<file path="config.mk">
export PLATFORM = sky130hd
export DESIGN_NAME = hsfi_top
export DESIGN_NICKNAME = d
export VERILOG_FILES = /design/src/hsfi_top.v
export VERILOG_INCLUDE_DIRS = /design/src
export SDC_FILE = /design/constraint.sdc
export NUM_CORES = 1
export LEC_CHECK = 0
export BUFFER_PORTS_ARGS = -buffer_cell sky130_fd_sc_hd__clkbuf_2
export CAP_MARGIN = 20
export CORE_MARGIN = 1
export CORE_UTILIZATION = 45
export CTS_CLUSTER_SIZE = 12
export DETAILED_ROUTE_END_ITERATION = 16
export HOLD_SLACK_MARGIN = 0.05
export PLACE_DENSITY_LB_ADDON = 0.25
export SETUP_SLACK_MARGIN = 0.05
export SKIP_LAST_GASP = 1
export SLEW_MARGIN = 30
export SYNTH_ARGS = -nofsm -noshare
export SYNTH_HDL_FRONTEND = slang
export SYNTH_SLANG_ARGS = --single-unit
export TNS_END_PERCENT = 5
</file>
<file path="constraint.sdc">
create_clock -name aclk -period 2.3 [get_ports aclk]
set_input_delay 0.23 -clock aclk [delete_from_list [all_inputs] [get_ports aclk]]
set_output_delay 0.23 -clock aclk [all_outputs]
set_load 0.02 [all_outputs]
</file>
<file path="src/hsfi_defs.vh">
`ifndef HSFI_DEFS_VH
`define HSFI_DEFS_VH

// register byte offsets
`define HSFI_REG_MODE 8'h00
`define HSFI_REG_ESC 8'h04
`define HSFI_REG_GUARD 8'h08
`define HSFI_REG_CTO 8'h0C
`define HSFI_REG_ACKF 8'h10
`define HSFI_REG_DEVID 8'h14
`define HSFI_REG_CMD 8'h18
`define HSFI_REG_STATUS 8'h1C

// reset values
`define HSFI_RST_MODE 2'h0
`define HSFI_RST_ESC 8'h2B
`define HSFI_RST_GUARD 12'h3E8
`define HSFI_RST_CTO 13'h0064

// programmable ranges
`define HSFI_GUARD_MIN 12'h002
`define HSFI_GUARD_MAX 12'hCE4
`define HSFI_CTO_MIN 13'h0002
`define HSFI_CTO_MAX 13'h1770

// framing modes
`define HSFI_MODE_TRANSP 2'h0
`define HSFI_MODE_FRAME 2'h1
`define HSFI_MODE_ESCAPED 2'h2

// command codes written to the command register
`define HSFI_CMD_EXIT 8'h01
`define HSFI_CMD_APPLY 8'h02
`define HSFI_CMD_SAVE 8'h03
`define HSFI_CMD_OTHER 8'h04

// frame bytes
`define HSFI_DELIM 8'h7E
`define HSFI_ESCB 8'h7D
`define HSFI_XON 8'h11
`define HSFI_XOFF 8'h13
`define HSFI_ESC_XOR 8'h20
`define HSFI_CSUM_OK 8'hFF

// status field positions
`define HSFI_ST_CMD 0
`define HSFI_ST_MODE_LO 1
`define HSFI_ST_INFRAME 3
`define HSFI_ST_TYPE_LO 8

// timing
`define HSFI_CLK_PERIOD_NS 20
`define HSFI_MS_NS 1000000
`define HSFI_CTO_UNIT_MS 7'd100
`define HSFI_ESC_COUNT 2'd3

`endif

</file>
<file path="src/hsfi_top.v">
`timescale 1ns/1ps
`include "hsfi_defs.vh"

module hsfi_top #(
    parameter MS_CYCLES = `HSFI_MS_NS / `HSFI_CLK_PERIOD_NS,
    parameter [27:0] DEVICE_TYPE = 28'h0A5C3E1 // arbitrary value
) (
    input wire aclk,
    input wire aresetn,
    input wire [7:0] s_axi_awaddr,
    input wire s_axi_awvalid,
    output reg s_axi_awready,
    input wire [31:0] s_axi_wdata,
    input wire [3:0] s_axi_wstrb,
    input wire s_axi_wvalid,
    output reg s_axi_wready,
    output reg [1:0] s_axi_bresp,
    output reg s_axi_bvalid,
    input wire s_axi_bready,
    input wire [7:0] s_axi_araddr,
    input wire s_axi_arvalid,
    output reg s_axi_arready,
    output reg [31:0] s_axi_rdata,
    output reg [1:0] s_axi_rresp,
    output reg s_axi_rvalid,
    input wire s_axi_rready,
    input wire link_is_spi,
    input wire ack_retry_exhausted,
    input wire rx_valid,
    input wire [7:0] rx_data,
    output reg pass_valid,
    output reg [7:0] pass_data,
    output reg frm_valid,
    output reg [7:0] frm_data,
    output reg frm_is_type,
    output reg frm_good,
    output reg frm_bad,
    input wire tx_in_valid,
    input wire [7:0] tx_in_data,
    input wire tx_in_start,
    output reg tx_in_ready,
    output reg tx_out_valid,
    output reg [7:0] tx_out_data,
    input wire tx_out_ready,
    output reg cmd_mode,
    output reg [1:0] active_mode,
    output reg apply_pulse,
    output reg save_pulse
);

    localparam [4:0] RX_START = 5'b00001;
    localparam [4:0] RX_LENHI = 5'b00010;
    localparam [4:0] RX_LENLO = 5'b00100;
    localparam [4:0] RX_DATA = 5'b01000;
    localparam [4:0] RX_CSUM = 5'b10000;
    localparam [2:0] SQ_IDLE = 3'b001;
    localparam [2:0] SQ_CHARS = 3'b010;
    localparam [2:0] SQ_POST = 3'b100;

    reg [1:0] framing_mode_select;
    reg [7:0] escape_sequence_char;
    reg [11:0] guard_silence_time;
    reg [12:0] cmd_mode_timeout;
    reg [15:0] ack_fail_count;
    reg [15:0] ms_div;
    reg ms_tick;
    reg [11:0] silence_ms;
    reg [11:0] win_ms;
    reg [2:0] sq_state;
    reg [1:0] sq_count;
    reg [6:0] unit_ms;
    reg [12:0] cto_units;
    reg [4:0] rx_state;
    reg rx_esc_pend;
    reg [15:0] rx_len;
    reg [15:0] rx_idx;
    reg [7:0] rx_sum;
    reg [7:0] last_type;
    reg tx_pend;
    reg [7:0] tx_pend_data;
    reg wr_fire;
    reg [7:0] wr_addr;
    reg [31:0] wr_data;
    reg [3:0] wr_strb;
    reg next_tx_out_valid;
    reg next_tx_pend;

    wire aw_take = s_axi_awvalid && s_axi_wvalid && !s_axi_awready && !s_axi_bvalid && !wr_fire;
    wire ar_take = s_axi_arvalid && !s_axi_arready && !s_axi_rvalid;
    wire escaped_mode = (active_mode == `HSFI_MODE_ESCAPED);
    wire cmd_write = wr_fire && (wr_addr == `HSFI_REG_CMD);
    wire cmd_exit = cmd_write && cmd_mode && (wr_data[7:0] == `HSFI_CMD_EXIT);
    wire cmd_apply = cmd_write && cmd_mode && (wr_data[7:0] == `HSFI_CMD_APPLY);
    wire cmd_known = cmd_write && cmd_mode && (wr_data[7:0] >= `HSFI_CMD_EXIT) && (wr_data[7:0] <= `HSFI_CMD_OTHER);
    // escaped mode is refused on SPI, so it falls back to plain framing
    wire [1:0] mode_eff = (framing_mode_select == `HSFI_MODE_ESCAPED && link_is_spi) ? `HSFI_MODE_FRAME :
        framing_mode_select;
    wire esc_hit = rx_valid && (rx_data == escape_sequence_char);
    wire cto_expire = (cto_units >= cmd_mode_timeout);

    // byte merge honouring write strobes
    function [31:0] merge;
        input [31:0] old;
        input [31:0] nw;
        input [3:0] strb;
        integer i;
        begin
            merge = old;
            for (i = 0; i < 4; i = i + 1) begin
                if (strb[i]) begin
                    merge[i*8 +: 8] = nw[i*8 +: 8];
                end
            end
        end
    endfunction

    function needs_esc;
        input [7:0] b;
        begin
            needs_esc = (b == `HSFI_DELIM) || (b == `HSFI_ESCB) || (b == `HSFI_XON) || (b == `HSFI_XOFF);
        end
    endfunction

    // byte seen after removing escapes; raw delimiter is flagged separately
    // receive unescape
    wire rx_is_esc = escaped_mode && !rx_esc_pend && (rx_data == `HSFI_ESCB);
    wire rx_raw_delim = !rx_esc_pend && (rx_data == `HSFI_DELIM);
    wire [7:0] rx_byte = rx_esc_pend ? (rx_data ^ `HSFI_ESC_XOR) : rx_data;
    wire rx_use = rx_valid && !rx_is_esc && !cmd_mode;

    // write address and data are taken together, answered one cycle later
    always @(posedge aclk) begin
        if (!aresetn) begin
            s_axi_awready <= 1'b0;
            s_axi_wready <= 1'b0;
            s_axi_bvalid <= 1'b0;
            s_axi_bresp <= 2'b00;
            wr_fire <= 1'b0;
            wr_addr <= 8'h00;
            wr_data <= 32'h00000000;
            wr_strb <= 4'h0;
        end else begin
            s_axi_awready <= aw_take;
            s_axi_wready <= aw_take;
            wr_fire <= aw_take;
            if (aw_take) begin
                wr_addr <= s_axi_awaddr;
                wr_data <= s_axi_wdata;
                wr_strb <= s_axi_wstrb;
            end
            if (wr_fire) begin
                s_axi_bvalid <= 1'b1;
                s_axi_bresp <= (wr_addr[1:0] != 2'b00 || wr_addr > `HSFI_REG_STATUS ||
                    wr_addr == `HSFI_REG_DEVID || wr_addr == `HSFI_REG_STATUS) ? 2'b10 : 2'b00;
            end else if (s_axi_bready) begin
                s_axi_bvalid <= 1'b0;
            end
        end
    end

    // read path; unmapped reads give zero with slave error
    always @(posedge aclk) begin
        if (!aresetn) begin
            s_axi_arready <= 1'b0;
            s_axi_rvalid <= 1'b0;
            s_axi_rdata <= 32'h00000000;
            s_axi_rresp <= 2'b00;
        end else begin
            s_axi_arready <= ar_take;
            if (ar_take) begin
                s_axi_rvalid <= 1'b1;
                s_axi_rresp <= 2'b00;
                case (s_axi_araddr)
                    `HSFI_REG_MODE: s_axi_rdata <= {30'h00000000, framing_mode_select};
                    `HSFI_REG_ESC: s_axi_rdata <= {24'h000000, escape_sequence_char};
                    `HSFI_REG_GUARD: s_axi_rdata <= {20'h00000, guard_silence_time};
                    `HSFI_REG_CTO: s_axi_rdata <= {19'h00000, cmd_mode_timeout};
                    `HSFI_REG_ACKF: s_axi_rdata <= {16'h0000, ack_fail_count};
                    `HSFI_REG_DEVID: s_axi_rdata <= {4'h0, DEVICE_TYPE};
                    `HSFI_REG_CMD: s_axi_rdata <= 32'h00000000;
                    `HSFI_REG_STATUS: s_axi_rdata <= {16'h0000, last_type, 4'h0, !rx_state[0], active_mode, cmd_mode};
                    default: begin
                        s_axi_rdata <= 32'h00000000;
                        s_axi_rresp <= 2'b10;
                    end
                endcase
            end else if (s_axi_rready) begin
                s_axi_rvalid <= 1'b0;
            end
        end
    end

    // settings registers; only the framing mode waits for apply or exit; out-of-range guard and timeout values are clamped
    wire [31:0] m = merge(32'h00000000, wr_data, wr_strb);
    always @(posedge aclk) begin : cfg_regs
        if (!aresetn) begin
            framing_mode_select <= `HSFI_RST_MODE;
            escape_sequence_char <= `HSFI_RST_ESC;
            guard_silence_time <= `HSFI_RST_GUARD;
            cmd_mode_timeout <= `HSFI_RST_CTO;
        end else if (wr_fire) begin
            case (wr_addr)
                `HSFI_REG_MODE: begin
                    if (wr_strb[0] && wr_data[1:0] <= `HSFI_MODE_ESCAPED) begin
                        framing_mode_select <= wr_data[1:0];
                    end
                end
                `HSFI_REG_ESC: begin
                    if (wr_strb[0]) begin
                        escape_sequence_char <= wr_data[7:0];
                    end
                end
                `HSFI_REG_GUARD: begin
                    if (m[15:0] < {4'h0, `HSFI_GUARD_MIN}) begin
                        guard_silence_time <= `HSFI_GUARD_MIN;
                    end else if (m[15:0] > {4'h0, `HSFI_GUARD_MAX}) begin
                        guard_silence_time <= `HSFI_GUARD_MAX;
                    end else begin
                        guard_silence_time <= m[11:0];
                    end
                end
                `HSFI_REG_CTO: begin
                    if (m[15:0] < {3'h0, `HSFI_CTO_MIN}) begin
                        cmd_mode_timeout <= `HSFI_CTO_MIN;
                    end else if (m[15:0] > {3'h0, `HSFI_CTO_MAX}) begin
                        cmd_mode_timeout <= `HSFI_CTO_MAX;
                    end else begin
                        cmd_mode_timeout <= m[12:0];
                    end
                end
                default: begin
                end
            endcase
        end
    end

    // failure counter; a failure in the clearing cycle still counts
    always @(posedge aclk) begin
        if (!aresetn) begin
            ack_fail_count <= 16'h0000;
        end else if (ack_retry_exhausted) begin
            if (wr_fire && wr_addr == `HSFI_REG_ACKF && wr_data[15:0] == 16'h0000) begin
                ack_fail_count <= 16'h0001;
            end else if (ack_fail_count != 16'hFFFF) begin
                ack_fail_count <= ack_fail_count + 16'h0001;
            end
        end else if (wr_fire && wr_addr == `HSFI_REG_ACKF && wr_data[15:0] == 16'h0000) begin
            ack_fail_count <= 16'h0000;
        end
    end

    always @(posedge aclk) begin
        if (!aresetn) begin
            ms_div <= 16'h0000;
            ms_tick <= 1'b0;
        end else begin
            ms_tick <= (ms_div == MS_CYCLES[15:0] - 16'h0001);
            ms_div <= (ms_div == MS_CYCLES[15:0] - 16'h0001) ? 16'h0000 : ms_div + 16'h0001;
        end
    end

    // silence is measured to tick resolution, so it may read up to 1 ms long
    always @(posedge aclk) begin
        if (!aresetn) begin
            silence_ms <= 12'h000;
            win_ms <= 12'h000;
            sq_state <= SQ_IDLE;
            sq_count <= 2'd0;
        end else begin
            if (rx_valid) begin
                silence_ms <= 12'h000;
            end else if (ms_tick && silence_ms != 12'hFFF) begin
                silence_ms <= silence_ms + 12'h001;
            end
            if (ms_tick && win_ms != 12'hFFF) begin
                win_ms <= win_ms + 12'h001;
            end
            case (sq_state)
                SQ_IDLE: begin
                    if (esc_hit && !cmd_mode && silence_ms >= guard_silence_time) begin
                        sq_state <= SQ_CHARS;
                        sq_count <= 2'd1;
                        win_ms <= 12'h000;
                    end
                end
                SQ_CHARS: begin
                    if (win_ms >= guard_silence_time) begin
                        sq_state <= SQ_IDLE;
                    end else if (esc_hit) begin
                        sq_count <= sq_count + 2'd1;
                        if (sq_count + 2'd1 == `HSFI_ESC_COUNT) begin
                            sq_state <= SQ_POST;
                        end
                    end else if (rx_valid) begin
                        sq_state <= SQ_IDLE;
                    end
                end
                SQ_POST: begin
                    if (rx_valid || silence_ms >= guard_silence_time) begin
                        sq_state <= SQ_IDLE;
                    end
                end
                default: sq_state <= SQ_IDLE;
            endcase
        end
    end

    // command mode, its timeout and the settings that take effect
    always @(posedge aclk) begin
        apply_pulse <= 1'b0;
        save_pulse <= 1'b0;
        if (!aresetn) begin
            cmd_mode <= 1'b0;
            active_mode <= `HSFI_RST_MODE;
            unit_ms <= 7'd0;
            cto_units <= 13'h0000;
        end else begin
            if (ms_tick) begin
                unit_ms <= (unit_ms == `HSFI_CTO_UNIT_MS - 7'd1) ? 7'd0 : unit_ms + 7'd1;
                if (unit_ms == `HSFI_CTO_UNIT_MS - 7'd1) begin
                    cto_units <= cto_units + 13'h0001;
                end
            end
            if (!cmd_mode) begin
                if (sq_state == SQ_POST && !rx_valid && silence_ms >= guard_silence_time) begin
                    cmd_mode <= 1'b1;
                    unit_ms <= 7'd0;
                    cto_units <= 13'h0000;
                end
            end else if (cmd_exit) begin
                cmd_mode <= 1'b0;
                active_mode <= mode_eff;
            end else if (cmd_known) begin
                unit_ms <= 7'd0;
                cto_units <= 13'h0000;
                if (cmd_apply) begin
                    active_mode <= mode_eff;
                    apply_pulse <= 1'b1;
                end
                save_pulse <= (wr_data[7:0] == `HSFI_CMD_SAVE);
            end else if (cto_expire) begin
                cmd_mode <= 1'b0;
            end
        end
    end

    // frame receiver; data streams out and is committed by good or bad
    always @(posedge aclk) begin
        pass_valid <= 1'b0;
        frm_valid <= 1'b0;
        frm_is_type <= 1'b0;
        frm_good <= 1'b0;
        frm_bad <= 1'b0;
        if (!aresetn) begin
            rx_state <= RX_START;
            rx_esc_pend <= 1'b0;
            rx_len <= 16'h0000;
            rx_idx <= 16'h0000;
            rx_sum <= 8'h00;
            last_type <= 8'h00;
            pass_data <= 8'h00;
            frm_data <= 8'h00;
        end else if (active_mode == `HSFI_MODE_TRANSP || cmd_mode) begin
            rx_state <= RX_START;
            rx_esc_pend <= 1'b0;
            if (rx_valid && !cmd_mode) begin
                pass_valid <= 1'b1;
                pass_data <= rx_data;
            end
        end else if (rx_valid) begin
            rx_esc_pend <= rx_is_esc;
            if (escaped_mode && rx_raw_delim) begin
                if (!rx_state[0]) begin
                    frm_bad <= 1'b1;
                end
                rx_state <= RX_LENHI;
                rx_sum <= 8'h00;
            end else if (rx_use) begin
                case (rx_state)
                    RX_START: begin
                        if (rx_byte == `HSFI_DELIM) begin
                            rx_state <= RX_LENHI;
                            rx_sum <= 8'h00;
                        end
                    end
                    RX_LENHI: begin
                        rx_len[15:8] <= rx_byte;
                        rx_state <= RX_LENLO;
                    end
                    RX_LENLO: begin
                        rx_len[7:0] <= rx_byte;
                        rx_idx <= 16'h0000;
                        rx_state <= ({rx_len[15:8], rx_byte} == 16'h0000) ? RX_CSUM : RX_DATA;
                    end
                    RX_DATA: begin
                        rx_sum <= rx_sum + rx_byte;
                        rx_idx <= rx_idx + 16'h0001;
                        frm_valid <= 1'b1;
                        frm_data <= rx_byte;
                        frm_is_type <= (rx_idx == 16'h0000);
                        if (rx_idx == 16'h0000) begin
                            last_type <= rx_byte;
                        end
                        if (rx_idx + 16'h0001 == rx_len) begin
                            rx_state <= RX_CSUM;
                        end
                    end
                    RX_CSUM: begin
                        frm_good <= (rx_sum + rx_byte == `HSFI_CSUM_OK);
                        frm_bad <= (rx_sum + rx_byte != `HSFI_CSUM_OK);
                        rx_state <= RX_START;
                    end
                    default: rx_state <= RX_START;
                endcase
            end
        end
    end

    // transmit escaper: next state decides ready, so ready stays a flop
    always @* begin
        next_tx_out_valid = tx_out_valid;
        next_tx_pend = tx_pend;
        if (tx_out_valid && tx_out_ready) begin
            next_tx_out_valid = tx_pend;
            next_tx_pend = 1'b0;
        end
        if (tx_in_valid && tx_in_ready) begin
            next_tx_out_valid = 1'b1;
            next_tx_pend = escaped_mode && !tx_in_start && needs_esc(tx_in_data);
        end
    end

    always @(posedge aclk) begin
        if (!aresetn) begin
            tx_out_valid <= 1'b0;
            tx_out_data <= 8'h00;
            tx_pend <= 1'b0;
            tx_pend_data <= 8'h00;
            tx_in_ready <= 1'b0;
        end else begin
            tx_out_valid <= next_tx_out_valid;
            tx_pend <= next_tx_pend;
            tx_in_ready <= !next_tx_out_valid && !next_tx_pend;
            if (tx_out_valid && tx_out_ready && tx_pend) begin
                tx_out_data <= tx_pend_data;
            end
            if (tx_in_valid && tx_in_ready) begin
                if (escaped_mode && !tx_in_start && needs_esc(tx_in_data)) begin
                    tx_out_data <= `HSFI_ESCB;
                    tx_pend_data <= tx_in_data ^ `HSFI_ESC_XOR;
                end else begin
                    tx_out_data <= tx_in_data;
                end
            end
        end
    end

endmodule
</file>
### Yosys cells after proc, flatten, opt, wreduce, memory -nomap -nowiden

Index checks and enable logic that the tools add are counted.

* register bits after elaboration: 282
* word-level logic and storage cells: 307
* bits of input ports: 81

* equal/unequal tests: 52
* order comparisons: 10
* bitwise logic cells: 11
* mux-type cells: 78
* reduce and logical (&&, ||, !) cells: 101
* add/sub/neg operators: 9

Operators by type and width (number)
* case mux 24 bit (7 select lines): 1
* two-way mux 13 bit: 8
* equality test 8 x 5 -> 1 bit (second input constant): 10
* two-way mux 16 bit: 4
* two-way mux 8 bit: 8
* two-way mux 12 bit: 5
* adder 16 x 1 -> 16 bit (second input constant): 3
* zero test 16 bit: 3
* two-way mux 7 bit: 6
* equality test 8 x 7 -> 1 bit (second input constant): 5
* logical AND 1 bit: 36
* equality test 8 x 4 -> 1 bit (second input constant): 4
* case mux 16 bit (2 select lines): 1
* two-way mux 5 bit: 5
* AND reduction 5 bit: 5
* adder 12 x 1 -> 12 bit (second input constant): 2
* greater-or-equal comparator 12 bit: 2
* != test 12 bit (second input constant): 2
* nonzero test 2 bit: 11
* two-way mux 1 bit: 20
* case mux 5 bit (4 select lines): 1
* two-way mux 2 bit: 9
* two-way mux 3 bit: 6
* equality test 16 bit: 1
* 53 further kinds: 103

### Logic depth before layout (Yosys ltp)

* depth in word-level cells: 8
* gate-level depth with buffers: 10
* mapped depth without buffers: 9

### Least setup slack after synthesis

Ideal clock, no wire load.

* kind: reg2reg
* start: register wr_fire
* end: register ack_fail_count[15]
* data required time: 2.184 ns
* setup slack: -0.222 ns
* stages on the path, launching flop included: 8
* arrival: 2.406 ns
* cells stage by stage: dfxtp_1 -> or4b_4 -> or4_1 -> or4_4 -> a21oi_4 -> nand3_1 -> xor2_1 -> nor2_2

* longest elaborated chain between the ends: 4
* elaborated cells on any way between the ends: 7
* classes of those cells: 2 x mux; 5 x reduce/logical

Ends and longest elaborated chain
* from (decl): RTL line hsfi_top.v:81 `reg wr_fire;`
* from (signal assigned): RTL line hsfi_top.v:145 `wr_fire <= aw_take;`
* logical AND 1 bit (no source line) (*)
* logical AND 1 bit (*): RTL line hsfi_top.v:242, hsfi_top.v:247
* two-way mux 16 bit or nonzero test 2 bit (tied branches)
* two-way mux 16 bit or AND reduction 2 bit (tied branches)
* to (signal assigned): RTL line hsfi_top.v:245 `ack_fail_count <= ack_fail_count + 16'h0001;`
* to (decl): RTL line hsfi_top.v:64 `reg [15:0] ack_fail_count;`

Every way passes the cells marked *; elsewhere a longest branch is shown, timed or not.
A chain may end at the register's enable or synchronous reset.

### Worst setup path after layout

* start: register wr_addr[0]
* end: register cmd_mode

* longest elaborated chain between the ends: 8
* elaborated cells on any way between the ends: 9
* classes of those cells: 1 x eq/ne; 3 x mux; 5 x reduce/logical

Ends and longest elaborated chain
* from (decl): RTL line hsfi_top.v:82 `reg [7:0] wr_addr;`
* from (signal assigned): RTL line hsfi_top.v:147 `wr_addr <= s_axi_awaddr;`
* equality test 8 x 5 -> 1 bit (no source line) (*)
* logical AND 1 bit (*): RTL line hsfi_top.v:91 `` wire cmd_write = wr_fire && (wr_addr == `HSFI_REG_CMD); ``
* logical AND 1 bit (*): RTL line hsfi_top.v:92, hsfi_top.v:94
* logical AND 1 bit (2 in a row): RTL line hsfi_top.v:94 `` wire cmd_known = cmd_write && cmd_mode && (wr_data[7:0] >= `HSFI_CMD_EXIT) && (wr_data[7:0] <= `HSFI_CMD_OTHER ... ``
* two-way mux 1 bit: RTL line hsfi_top.v:333 `end else if (cmd_known) begin`
* two-way mux 1 bit (*): RTL line hsfi_top.v:330 `end else if (cmd_exit) begin`
* two-way mux 1 bit (*): RTL line hsfi_top.v:324 `if (!cmd_mode) begin`
* to (signal assigned): RTL line hsfi_top.v:326 `cmd_mode <= 1'b1;`
* to (signal assigned): RTL line hsfi_top.v:331 `cmd_mode <= 1'b0;`
* to (signal assigned): RTL line hsfi_top.v:342 `cmd_mode <= 1'b0;`
* to (decl): RTL line hsfi_top.v:45 `output reg cmd_mode,`

Marked as above.

==> results.tsv <==
metric	value	unit
Port-buffer cells	125	
detailed placer's ending HPWL	26000	µm
# H-tree levels	1	
internal power	7.68	mW
Clock Skews	0.0121	ns
largest family of logic cells by synthesized area	simple AND/OR/NAND/NOR gates	
Iteration-0 DRC Markers	807	
Reg power frac	47.4	%
Syn Inst Count	1632	
Max IR drop VDD	0.534	mV
overall power	9.94	mW
syn avg cell area	8.13	µm²
DRT Pass-1 Iters	6	
cell taking the most area after synthesis	dfxtp_1	
# Max-Cap Violations	0	
most common cell after layout, fill and taps aside	dfxtp_1	
outcome	complete, but fails checks	
worst-margin pin slew	0.630	ns
CP required	2.73	ns
fin crit period	2.34	ns
CTS tree	done	
CP cell instances	or4b_4 > nor3_1 > nand4_1 > buf_4 > nor3_1 > nor3_1 > a32o_1	
Root Driver	clkbuf_16	
CP max stage cell	or4b_4	
Die W	174	µm
vias in the first global route	11500	
max-slew violations	0	
Vias/cell	5.46	
fmax	428	MHz
setup slack, reg-to-reg	-0.04	ns
Yosys reg bits	265	
Comb pwr share	6.6	%
mapped cell area	13300	µm²
clock power share	46.0	%
GRT Total Usage	23.0	%
Setup CP Type	register to register	
Final ANT Viol Nets	0	
pre-CTS setup slack	-0.0825	ns
worst-skew pair later-pin latency	0.55	ns
top_reg_cell synth	dfxtp_1	
initial antenna violation count	0	
Die Ht	174	µm
Yosys Warn Count	0	
std cell rows	62	
mux cell area share after synthesis	3.70	%
Post-DP Area	14800	µm²
Worst setup EP type	register	
via count	12200	
Post-Synth Adder-Cell Area	5.15	%
failing checks	setup timing	
Leakage	6.70	nW
final RePlAce weighted congestion	0.906	
Tcrit/Tclk final	102	%
register area share after synthesis	40.0	%
max_slew headroom	58.0	%
Fin. Hold Viols	0	
Final WS setup	-0.0366	ns
Post-Synth Simple-Gate Area	24.2	%
Area growth, synth to finish	22.1	%
unrepaired setup endpoints after global routing	yes	
Final Cell Area	16200	µm²
sw frac	22.7	%
DRC errors left	0	
CTS sink count	265	
Worst path max stage delay	0.54	ns
async set or reset register ratio after synthesis	0	%
CTS Buf Count	29	
clock slew at reported path FFs	0.06	ns
I/O pin cnt	158	
top-area cell type share of the netlist area	40.0	%
largest net degree at the start of global routing	46	
first-pass GRT wire length	57900	µm
Initial Util	46.0	%
commonest non-fill, non-tap cells in the layout	dfxtp_1, nor2_1, nand2_1	
final setup fails	4	
CP arrival	2.77	ns
core region area	28900	µm²
Hold Path Class	input port to register	
Yosys cell types	74	
die footprint	30200	µm²
Routed WL	35400	µm
complex-gate fraction of the synthesized area	15.3	%
total grt overflow	0	
wire length per cell	15.8	µm
largest cells by area after synthesis	dfxtp_1, nor2_1, nand2_1	
Max Root-Sink Buffers	3	
Pwr per Cell Area	614	nW/µm²
switching pwr	2.26	mW
crit path max fanout	4	
NumNets Final	1977	
crit path launch type	register	
crit-path most repeated cell	nor3_1	
Post-synth EDFFs	0	
antenna cell count	0	
layout cells sized above 1	16.2	%
Synth Area in XOR/XNOR	6.67	%
critical path: cells and delay by family, from the launching register on:
kind	cells	cell delay (ns)
simple gates	5	1.47
buf+inv	1	0.18
flops	1	0.31
compound gates	1	0.26
layer usage:
metal / global-route usage, % / part of all wire [%] / vias to the layer above / wire [µm]
met1: 31.2 / 46 / 5741 / 16400
met4: 6.54 / 2.2 / 0 / 785
li1: - / - / 6132 / -
met3: 2.41 / 4.7 / 55 / 1670
met2: 38.6 / 47 / 320 / 16600
met5: 0 / 0 / - / 0
synth_stat cells (21+ instances only):
master    number
nor2_1       220
o21ai_0       51
and3_1        24
a21oi_1      137
clkbuf_1      85
xnor2_1       44
inv_1         44
nor3_1        42
a22oi_1       21
mux2i_1       49
xor2_1        57
nand3_1       54
nand4_1       37
nand2_1      196
ha_1          53
dfxtp_1      265
worst paths after layout:
path	end	depth (start not counted)	start
max	cmd_mode	7	wr_addr[0]
min	tx_out_data[3]	3	tx_in_data[3]
max reg2reg	cmd_mode	7	wr_addr[0]
min reg2reg	ms_div[0]	1	ms_div[0]
layout make-up:
cell class,instances,area (µm²)
fill,2699,12700
multi-input combinational,1223,7390
sequential,265,5310
timing repair buffer,278,1910
clock buffer,44,822
tap,384,480
inverter,45,171
clock inverter,5,104
flip-flops by register name (all words and copies together), names as in the netlist, 12 cells and up:
signal,count
ack_fail_count,16
guard_silence_time,12
s_axi_rdata,17
silence_ms,12
cto_units,13
cmd_mode_timeout,13
rx_idx,16
wr_data,16
win_ms,12
ms_div,16
rx_len,16
repair_timing:
action                                 4_1_cts  5_1_grt
gates cloned                                 0        1
resized for setup                            5       10
buffers inserted                             0        0
setup endpoints to repair                   28       71
hold buffers                                38        0
endpoints found under the hold margin       42        0
pin swaps                                    0        2
cells by family (layout without fill, tap and decap cells):
family / count (synthesis) / in the layout
AOI/OAI and AO/OA: 324 / 324
xor gates and xnor gates: 101 / 101
adders and majority gates: 54 / 54
buffers and inverters: 157 / 372
DFF: 265 / 265
muxes: 49 / 49
other: 1 / 14
and+or+nand+nor: 681 / 681
metrics by stage:
stage          cells   TNS, ns  hold WS (ns)  utilization [%]
6_report        2244   -0.0984        0.0654             56.1
3_3_place_gp    2156  -0.00417         0.424             51.4
3_5_place_dp    2156    -0.274         0.432             51.4
4_1_cts         2243   -0.0194        0.0523             56.0
5_1_grt         2244     -4.05        0.0803             56.1
2_1_floorplan   1645         0         0.366                -
power by group through the flow:
| stage | Combinational (mW) | Clock, mW | Sequential [mW] |
|---|---|---|---|
| 2_1_floorplan | 0.349 | 0 | 4.82 |
| 3_3_place_gp | 0.592 | 0 | 4.81 |
| 3_5_place_dp | 0.598 | 0 | 4.81 |
| 4_1_cts | 0.650 | 4.66 | 4.71 |
| 5_1_grt | 0.719 | 4.84 | 4.71 |
| 6_report | 0.657 | 4.57 | 4.71 |
(Power assumes the default switching activity.)
